File: config.mk
export PLATFORM = sky130hd
export DESIGN_NAME = icd_input_channel_diagnostics
export DESIGN_NICKNAME = d
export VERILOG_FILES = /design/src/rtl/icd_pkg.sv /design/src/rtl/icd_input_channel_diagnostics.sv
export VERILOG_INCLUDE_DIRS = /design/src /design/src/rtl
export SDC_FILE = /design/constraint.sdc
export NUM_CORES = 2
export LEC_CHECK = 0
export BUFFER_PORTS_ARGS = -buffer_cell sky130_fd_sc_hd__buf_2
export CORE_UTILIZATION = 25
export CTS_BUF_LIST = sky130_fd_sc_hd__clkbuf_2
export DETAILED_ROUTE_END_ITERATION = 10
export SYNTH_ARGS = -nofsm -noshare
export SYNTH_HDL_FRONTEND = slang
export SYNTH_SLANG_ARGS = --single-unit
File: constraint.sdc
create_clock -name clk_i -period 6 [get_ports clk_i]
set_clock_uncertainty 0.15 [all_clocks]
set_input_delay 0.9 -clock clk_i [delete_from_list [all_inputs] [get_ports clk_i]]
set_output_delay 0.9 -clock clk_i [all_outputs]
set_load 0.02 [all_outputs]
File: src/rtl/icd_defines.svh
`ifndef ICD_DEFINES_SVH
`define ICD_DEFINES_SVH

// Channel count and data widths
`define ICD_NCH            4
`define ICD_VAL_W          24
`define ICD_OFS_W          16
`define ICD_CNT_W          16
`define ICD_FLAG_W         16
`define ICD_ADDR_W         8

// Word indices of the register map (byte address = index * 4)
`define ICD_IDX_CFG0       6'h00
`define ICD_IDX_OFS0       6'h04
`define ICD_IDX_CTRL       6'h08
`define ICD_IDX_FLAGS      6'h09
`define ICD_IDX_IRQ_STAT   6'h0a
`define ICD_IDX_IRQ_MASK   6'h0b
`define ICD_IDX_DIAG_CNT   6'h0c

// Channel configuration and control word fields
`define ICD_CFG_MODE_LSB   0
`define ICD_CFG_SENS_LSB   2
`define ICD_CFG_UNIT_LSB   6
`define ICD_CFG_WBEN_BIT   9
`define ICD_CFG_CJDIS_BIT  10
`define ICD_CFG_RANGE_BIT  11
`define ICD_CTRL_NOALM_BIT 0

// Sensor selection codes
`define ICD_SENS_CU10      4'h8
`define ICD_SENS_TC_MV     4'hf

// Per-channel flag layout (bit = channel * 4 + field)
`define ICD_FL_WB          0
`define ICD_FL_FAULT       1
`define ICD_FL_CJBAD       2
`define ICD_FL_OVHT        3

// Thresholds: current in nA, voltage in mV
`define ICD_CUR_MIN_NA     24'h01_86a0
`define ICD_VFS_WIDE_MV    24'h00_2710
`define ICD_VFS_NARROW_MV  24'h00_1388

// Reset values and the counter value after wrap
`define ICD_CFG_RST        32'h0000_0000
`define ICD_OFS_RST        16'h0000
`define ICD_CNT_WRAP       16'h0001

`endif

File: src/rtl/icd_pkg.sv
`default_nettype none
`include "icd_defines.svh"

package icd_pkg;

    // Input mode of a channel
    typedef enum logic [1:0] {
        ICD_MODE_CURRENT = 2'h0,
        ICD_MODE_VOLTAGE = 2'h1,
        ICD_MODE_RTD     = 2'h2,
        ICD_MODE_TC      = 2'h3
    } icd_mode_t;

    // Temperature unit per channel
    typedef enum logic [2:0] {
        ICD_UNIT_C      = 3'h0,
        ICD_UNIT_K      = 3'h1,
        ICD_UNIT_F      = 3'h2,
        ICD_UNIT_R      = 3'h3,
        ICD_UNIT_CUSTOM = 3'h4
    } icd_unit_t;

    // One converted sample from the front end
    typedef struct packed {
        logic                          valid;
        logic signed [`ICD_VAL_W-1:0]  value;
        logic                          wire_open;
        logic                          quality_bad;
        logic                          cj_quality_bad;
        logic signed [`ICD_VAL_W-1:0]  cj_value;
    } icd_sample_t;

    // One reported channel record
    typedef struct packed {
        logic                          valid;
        logic signed [`ICD_VAL_W-1:0]  value;
        logic                          wire_break_flag;
        logic                          fault;
        logic                          cold_junction_bad_flag;
        logic                          overheat_flag;
        icd_unit_t                     unit;
    } icd_report_t;

endpackage
`default_nettype wire

File: src/rtl/icd_input_channel_diagnostics.sv
// Behaviour
// Copper offset applied only for RTD channels with ten-ohm copper sensor selected.
// Copper offset is signed, in hundredths of an ohm.
// Wire-break detection runs only when the channel enable bit is set.
// Current below 100 uA sets wire-break and fault flags.
// Voltage at range full scale sets wire-break and fault flags.
// RTD or thermocouple open wire sets wire-break and fault flags.
// Global alarm disable never suppresses wire-break detection.
// Wire break is an indicator and fault only, never an alarm bit.
// Each channel holds its own temperature unit selection.
// Over-temperature condition sets every channel's overheat flag.
// Thermocouple channels are corrected by the cold junction value; the code skips this for sensor code ICD_SENS_TC_MV.
// Cold junction correction can be switched off per channel.
// Flags travel together with channel data in every report.
// Controller side flags connection loss; not this block.
// Bad channel data quality sets the channel fault flag.
// Bad cold junction quality sets the separate cold junction flag.
// Change counter increments on any flag change, skipping zero on wrap.
// Signed copper offset is added to measured resistance before reporting.
//
// Decided for this implementation: the placing of the registers and the Avalon-MM slave port.
`timescale 1ns/100ps
`default_nettype none
`include "icd_defines.svh"

module icd_input_channel_diagnostics (
    input  wire logic                               clk_i,
    input  wire logic                               srst_i,
    input  wire logic [`ICD_ADDR_W-1:0]             avs_address_i,
    input  wire logic                               avs_read_i,
    input  wire logic                               avs_write_i,
    input  wire logic [31:0]                        avs_writedata_i,
    input  wire logic [3:0]                         avs_byteenable_i,
    output logic      [31:0]                        avs_readdata_o,
    output logic                                    avs_waitrequest_o,
    input  wire icd_pkg::icd_sample_t [`ICD_NCH-1:0] sample_i,
    input  wire logic                               overheat_sense_i,
    output var  icd_pkg::icd_report_t [`ICD_NCH-1:0] report_o,
    output logic      [`ICD_CNT_W-1:0]              diag_change_counter_o,
    output logic                                    irq_o
);
    import icd_pkg::*;

    // Saturating signed add of two sample-width values
    function automatic logic signed [`ICD_VAL_W-1:0] icd_add(
        input logic signed [`ICD_VAL_W-1:0] a,
        input logic signed [`ICD_VAL_W-1:0] b
    );
        logic signed [`ICD_VAL_W:0] s;
        s = {a[`ICD_VAL_W-1], a} + {b[`ICD_VAL_W-1], b};
        if (s[`ICD_VAL_W] != s[`ICD_VAL_W-1]) begin
            icd_add = s[`ICD_VAL_W] ? {1'b1, {(`ICD_VAL_W-1){1'b0}}} : {1'b0, {(`ICD_VAL_W-1){1'b1}}};
        end else begin
            icd_add = s[`ICD_VAL_W-1:0];
        end
    endfunction

    // Merge write data into a register under byte enables
    function automatic logic [31:0] icd_merge(
        input logic [31:0] old_v,
        input logic [31:0] new_v,
        input logic [3:0]  be
    );
        for (int b = 0; b < 4; b++) begin
            old_v[b*8 +: 8] = be[b] ? new_v[b*8 +: 8] : old_v[b*8 +: 8];
        end
        icd_merge = old_v;
    endfunction

    // Register file and bus state
    logic [31:0]             cfg [`ICD_NCH];
    logic [31:0]             next_cfg [`ICD_NCH];
    logic [`ICD_OFS_W-1:0]   ofs [`ICD_NCH];
    logic [`ICD_OFS_W-1:0]   next_ofs [`ICD_NCH];
    logic                    no_alarms;
    logic                    next_no_alarms;
    logic [`ICD_FLAG_W-1:0]  irq_stat;
    logic [`ICD_FLAG_W-1:0]  next_irq_stat;
    logic [`ICD_FLAG_W-1:0]  irq_mask;
    logic [`ICD_FLAG_W-1:0]  next_irq_mask;
    logic                    ack;
    logic                    next_ack;
    logic [31:0]             rdata;
    logic [31:0]             next_rdata;

    // Diagnostic state
    logic [`ICD_FLAG_W-1:0]  flags;
    logic [`ICD_FLAG_W-1:0]  next_flags;
    icd_report_t [`ICD_NCH-1:0] rep;
    icd_report_t [`ICD_NCH-1:0] next_rep;
    logic [`ICD_CNT_W-1:0]   cnt;
    logic [`ICD_CNT_W-1:0]   next_cnt;
    logic                    ot_meta;
    logic                    ot_sync;

    logic [5:0]              idx;
    logic                    wr_acc;
    logic                    rd_acc;
    logic [`ICD_FLAG_W-1:0]  events;

    assign idx    = avs_address_i[`ICD_ADDR_W-1:2];
    assign wr_acc = avs_write_i & ack;
    assign rd_acc = avs_read_i & ack;

    // One wait state on every access; request accepted when ack is high
    assign avs_waitrequest_o = (avs_read_i | avs_write_i) & ~ack;
    assign avs_readdata_o    = rdata;
    assign irq_o             = |(irq_stat & irq_mask);
    assign report_o          = rep;
    assign diag_change_counter_o = cnt;
    assign events            = next_flags & ~flags;

    // Register file next state and read mux
    always_comb begin
        next_ack       = (avs_read_i | avs_write_i) & ~ack;
        next_no_alarms = no_alarms;
        next_irq_mask  = irq_mask;
        next_rdata     = rdata;
        for (int c = 0; c < `ICD_NCH; c++) begin
            next_cfg[c] = cfg[c];
            next_ofs[c] = ofs[c];
        end
        // Unmapped addresses read zero and ignore writes
        if (avs_read_i && !ack) begin
            next_rdata = 32'h0000_0000;
            if (idx < `ICD_IDX_OFS0) begin
                next_rdata = cfg[idx[1:0]];
            end else if (idx < `ICD_IDX_CTRL) begin
                next_rdata = {{(32-`ICD_OFS_W){ofs[idx[1:0]][`ICD_OFS_W-1]}}, ofs[idx[1:0]]};
            end else begin
                case (idx)
                    `ICD_IDX_CTRL:     next_rdata[`ICD_CTRL_NOALM_BIT] = no_alarms;
                    `ICD_IDX_FLAGS:    next_rdata[`ICD_FLAG_W-1:0] = flags;
                    `ICD_IDX_IRQ_STAT: next_rdata[`ICD_FLAG_W-1:0] = irq_stat;
                    `ICD_IDX_IRQ_MASK: next_rdata[`ICD_FLAG_W-1:0] = irq_mask;
                    `ICD_IDX_DIAG_CNT: next_rdata[`ICD_CNT_W-1:0] = cnt;
                    default:           next_rdata = 32'h0000_0000;
                endcase
            end
        end
        if (wr_acc) begin
            if (idx < `ICD_IDX_OFS0) begin
                next_cfg[idx[1:0]] = icd_merge(cfg[idx[1:0]], avs_writedata_i, avs_byteenable_i);
            end else if (idx < `ICD_IDX_CTRL) begin
                next_ofs[idx[1:0]] = `ICD_OFS_W'(icd_merge({16'h0000, ofs[idx[1:0]]}, avs_writedata_i,
                                                           avs_byteenable_i));
            end else if (idx == `ICD_IDX_CTRL && avs_byteenable_i[0]) begin
                next_no_alarms = avs_writedata_i[`ICD_CTRL_NOALM_BIT];
            end else if (idx == `ICD_IDX_IRQ_MASK) begin
                next_irq_mask = `ICD_FLAG_W'(icd_merge({16'h0000, irq_mask}, avs_writedata_i,
                                                      avs_byteenable_i));
            end
        end
        // Read clears only the bits returned; new events win over the clear
        next_irq_stat = irq_stat;
        if (rd_acc && idx == `ICD_IDX_IRQ_STAT) begin
            next_irq_stat = irq_stat & ~rdata[`ICD_FLAG_W-1:0];
        end
        next_irq_stat = next_irq_stat | events;
    end

    // Register file storage
    always_ff @(posedge clk_i) begin
        if (srst_i) begin
            for (int c = 0; c < `ICD_NCH; c++) begin
                cfg[c] <= `ICD_CFG_RST;
                ofs[c] <= `ICD_OFS_RST;
            end
            no_alarms <= 1'b0;
            irq_stat  <= '0;
            irq_mask  <= '0;
            ack       <= 1'b0;
            rdata     <= 32'h0000_0000;
        end else begin
            for (int c = 0; c < `ICD_NCH; c++) begin
                cfg[c] <= next_cfg[c];
                ofs[c] <= next_ofs[c];
            end
            no_alarms <= next_no_alarms;
            irq_stat  <= next_irq_stat;
            irq_mask  <= next_irq_mask;
            ack       <= next_ack;
            rdata     <= next_rdata;
        end
    end

    // Per-channel correction, wire-break and fault evaluation
    always_comb begin
        icd_mode_t                   mode;
        logic [3:0]                  sens;
        logic                        wb;
        logic                        cjb;
        logic signed [`ICD_VAL_W-1:0] v;
        logic signed [`ICD_VAL_W-1:0] vfs;
        mode = ICD_MODE_CURRENT;
        sens = 4'h0;
        wb   = 1'b0;
        cjb  = 1'b0;
        v    = '0;
        vfs  = '0;
        next_flags = flags;
        next_rep   = rep;
        for (int c = 0; c < `ICD_NCH; c++) begin
            mode = icd_mode_t'(cfg[c][`ICD_CFG_MODE_LSB +: 2]);
            sens = cfg[c][`ICD_CFG_SENS_LSB +: 4];
            vfs  = cfg[c][`ICD_CFG_RANGE_BIT] ? `ICD_VFS_NARROW_MV : `ICD_VFS_WIDE_MV;
            v    = sample_i[c].value;
            wb   = 1'b0;
            cjb  = 1'b0;
            case (mode)
                ICD_MODE_CURRENT: wb = (v < $signed(`ICD_CUR_MIN_NA));
                ICD_MODE_VOLTAGE: wb = (v >= vfs);
                ICD_MODE_RTD: begin
                    wb = sample_i[c].wire_open;
                    if (sens == `ICD_SENS_CU10) begin
                        v = icd_add(v, `ICD_VAL_W'(signed'(ofs[c])));
                    end
                end
                ICD_MODE_TC: begin
                    wb  = sample_i[c].wire_open;
                    cjb = sample_i[c].cj_quality_bad;
                    if (!cfg[c][`ICD_CFG_CJDIS_BIT] && sens != `ICD_SENS_TC_MV) begin
                        v = icd_add(v, sample_i[c].cj_value);
                    end
                end
                default: wb = 1'b0;
            endcase
            // Alarm disable is deliberately not consulted here
            wb = wb & cfg[c][`ICD_CFG_WBEN_BIT];
            next_rep[c].valid = sample_i[c].valid;
            if (sample_i[c].valid) begin
                next_flags[c*4 + `ICD_FL_WB]    = wb;
                next_flags[c*4 + `ICD_FL_FAULT] = wb | sample_i[c].quality_bad;
                next_flags[c*4 + `ICD_FL_CJBAD] = cjb;
                next_rep[c].value = v;
                next_rep[c].unit  = icd_unit_t'(cfg[c][`ICD_CFG_UNIT_LSB +: 3]);
            end
            next_flags[c*4 + `ICD_FL_OVHT] = ot_sync;
            next_rep[c].wire_break_flag        = next_flags[c*4 + `ICD_FL_WB];
            next_rep[c].fault                  = next_flags[c*4 + `ICD_FL_FAULT];
            next_rep[c].cold_junction_bad_flag = next_flags[c*4 + `ICD_FL_CJBAD];
            next_rep[c].overheat_flag          = next_flags[c*4 + `ICD_FL_OVHT];
        end
        // Change counter skips zero on wrap
        next_cnt = cnt;
        if (next_flags != flags) begin
            next_cnt = (cnt == {`ICD_CNT_W{1'b1}}) ? `ICD_CNT_WRAP : cnt + `ICD_CNT_WRAP;
        end
    end

    // Diagnostic storage and over-temperature synchroniser
    always_ff @(posedge clk_i) begin
        if (srst_i) begin
            flags   <= '0;
            rep     <= '0;
            cnt     <= '0;
            ot_meta <= 1'b0;
            ot_sync <= 1'b0;
        end else begin
            flags   <= next_flags;
            rep     <= next_rep;
            cnt     <= next_cnt;
            ot_meta <= overheat_sense_i;
            ot_sync <= ot_meta;
        end
    end

    logic s0v;
    logic [3:0] s0sens;
    logic [1:0] s0mode;
    logic s0wben;
    assign s0v    = sample_i[0].valid;
    assign s0sens = cfg[0][`ICD_CFG_SENS_LSB +: 4];
    assign s0mode = cfg[0][`ICD_CFG_MODE_LSB +: 2];
    assign s0wben = cfg[0][`ICD_CFG_WBEN_BIT];
endmodule
`default_nettype wire

==> results.ini <==
[setup_path]
worst_ep_required_time_ps = 6930
cp-end-kind = flop
worst-path-buf-inv = 0
critPathMaxStageDelay_ps = 580
rrSetupSlack_ps = 1100
crit_fanout = 7
cp_data_arrival_time_ps = 5840
crit_type = reg2reg
r2r_end = diag_change_counter_o[7]
path_delay_family = simple AND/OR/NAND/NOR gates
worst-r2r-cell-count = 19
path_cells = ha_1 > or4b_2 > a21boi_0 > o41ai_1 > a21oi_1 > o31a_1 > o21ai_0 > a221o_1 > a21oi_1 > o21ai_0 > nand2_1 > ha_1 > nand4_1 > or4_1 > and3_1 > and2_1 > nand2_1 > xor2_1 > nor2_1
rr_startpoint = cfg[2][11]
critPathLaunch = cfg[2][11]
startpoint_type = flop
crit_slowest_cell = or4b_2

[yosys]
synth_area_leaders = dfxtp_1 27%, ha_1 9.5%, nor2_1 6.9%, a211oi_1 6.3%, a21oi_1 5.0%
synthCells = 3763
synth.distinct_cells = 99
ys_seq_area_frac = 0.265
synth_seq_cells = 401
synth_top_area_cell = dfxtp_1
synthXorXnorAreaFrac = 0.0483
synthAdderAreaFrac = 0.101
syn_area_sq_um = 30300
syn_area_per_cell_sq_um = 8.04
synth_compound_area_frac = 0.309
synth_top_area_frac = 0.265
yosysWarnings = 0
synth_top_family_by_area = compound AO/OA/AOI/OAI gates
muxShareOfSynthArea = 0.0661
synth_edf_count = 0
synth_nets = 4258
synth-simple-area-share = 0.173
synth-async-reset-ratio = 0
ys.flop_type = dfxtp_1

[clocking]
cts_tree = done
cts_num_sinks = 401
htreeDepth = 3
clk_path_buf_depth = 3
cts_setup_buffers = 0
root_buffer = clkbuf_2
cts.clk_slew.worst_paths_ps = 90
clk_latency_ps = 1250
cts_buffers = 115

[detailed_routing]
ant_nets = 0
drtIter0Drc = 2470
first_pass_iters = 6
wirelength_mm = 128
via_per_inst = 5.34
wl_per_cell_um = 21.2
drcViolationCount = 0
vias = 32100

[placed_design]
dpl_cell_area_sq_um = 34100
dp_cells = 5647
gp_congestion = 0.928
post-place-ws_ps = 537
io_buffers = 432
place_hpwl_mm = 99.3

[finish]
nNetsFinal = 4802
fin_util = 0.306
final_area_sq_um = 36700
syn_to_final_growth_pct = 21.4
layout_commonest_cell = nor2_1
final_cell_mix = 548 x nor2_1, 430 x buf_2, 401 x dfxtp_1
fill_cells = 13000
drive_gt1_frac = 0.182
stdcell_count = 6009

[outcome]
status = finished clean

[min_path]
holdPathEnd = report_o[51]
hold_class = in2reg
hp-start = sample_i[91]
whs_path_depth = 3

[global_routing]
grt_max_degree = 96
grt_pass1_wl_mm = 188
antenna_found_initial = 23
grt_util_all_layers = 0.200
first_global_vias = 30400
grt_overflow = 0

[floorplanning]
io_pins = 435
coreArea_sq_um = 120000
die_h_um = 350
die_w_um = 350
fp.dieArea_sq_um = 122000
start_util = 0.252
row_count = 127

[sta]
rsz0062_at_grt = no
holdWs_ps = 170
setup-tns-final_ps = 0
worst-slew-pin-transition_ps = 1140
slew_headroom = 0.236
finalSetupViolations = 0
min_period_ps = 4900
setup_slack_ps = 1100
max_freq_mhz = 204
drv_slew = 0
timing.final.crit_share = 0.817
final-hold-violation-count = 0

[job]
maxCapViolations = 0

[power]
p_leak_nw = 14.9
p_per_area_nw_per_um2 = 177
p_total_mw = 6.51
peakVddDrop_v = 0.000114

==> tightest hold or removal path, cell delays in order <==
cell and delay [ps]:
buf_2 190, a221oi_1 140, a211oi_1 210
==> metal layers <==
| layer | share of wire | up-vias | track usage |
|---|---|---|---|
| met5 | 0.0014 | - | 0 |
| met4 | 0.040 | 28 | 0.0853 |
| met3 | 0.071 | 248 | 0.0439 |
| met2 | 0.47 | 1112 | 0.332 |
| met1 | 0.42 | 15200 | 0.248 |
| li1 | - | 15500 | - |
==> logic make-up (layout without fill, tap and decap cells) <==
logic type,Yosys count,count (layout)
buffers and inverters,288,916
multiplexers,138,138
flip-flops,401,401
adder cells (fa/ha/maj),239,239
other,0,6
AND/OR/NAND/NOR,1165,1165
AO/OA/AOI/OAI,1365,1365
XOR/XNOR,167,167
==> synthesized netlist by cell type, drive strengths merged, types with 8 or more instances <==
library cell	number
a2111oi	14
a211o	10
a211oi	253
a21boi	12
a21o	71
a21oi	305
a221oi	17
a22oi	36
a2bb2oi	8
a311oi	59
a31o	9
a31oi	40
a41oi	9
and2	16
and3	35
buf	34
clkbuf	187
dfxtp	401
fa	8
ha	230
inv	66
mux2i	85
mux4	49
nand2	224
nand2b	27
nand3	77
nand4	32
nor2	555
nor2b	39
nor3	92
nor4	12
o2111ai	8
o211ai	63
o21a	31
o21ai	230
o21bai	22
o221ai	38
o22ai	31
o311ai	10
o31ai	15
or2	9
or3	12
xnor2	104
xor2	63
==> how the worst max path moves through the flow <==
stage                                           to  slack (ps)  cells after the start
final                     diag_change_counter_o[7]        1100                     19
after global routing      diag_change_counter_o[9]         890                     20
after CTS                 diag_change_counter_o[9]        1160                     19
after detailed placement  diag_change_counter_o[9]         540                     21
after global placement    diag_change_counter_o[7]         540                     21
after floorplan           diag_change_counter_o[7]        1320                     20
==> state kept, by name, summed over array words and instances, names as in the netlist <==
signal                 flops
no_alarms                  1
report_o                 112
irq_mask                  16
irq_stat                  16
ack                        1
flags                     13
diag_change_counter_o     16
ot_meta                    1
ofs                       64
avs_readdata_o            32
ot_sync                    1
cfg                      128
==> repair_timing <==
item | CTS | global route
resized for setup | 0 | 0
hold endpoints to repair | 309 | 0
hold buffers | 155 | 0
==> final cells by class <==
class / instances / area, sq um / area share
multi-input combinational: 3074 / 21200 / 0.577
sequential: 401 / 8030 / 0.219
timing repair buffer: 648 / 4200 / 0.114
tap: 1612 / 2020 / 0.0549
clock buffer: 169 / 846 / 0.0230
inverter: 67 / 251 / 0.00685
clock inverter: 32 / 179 / 0.00487
antenna: 6 / 15.0 / 0.000409
==> report_power, final <==
part | total, mW | internal, mW | switching [mW]
clock | 2.09 | 0.777 | 1.32
sequential | 2.78 | 2.73 | 0.0552
combinational | 1.63 | 0.633 | 0.998
No activity file was read; power rests on OpenSTA's default activity.
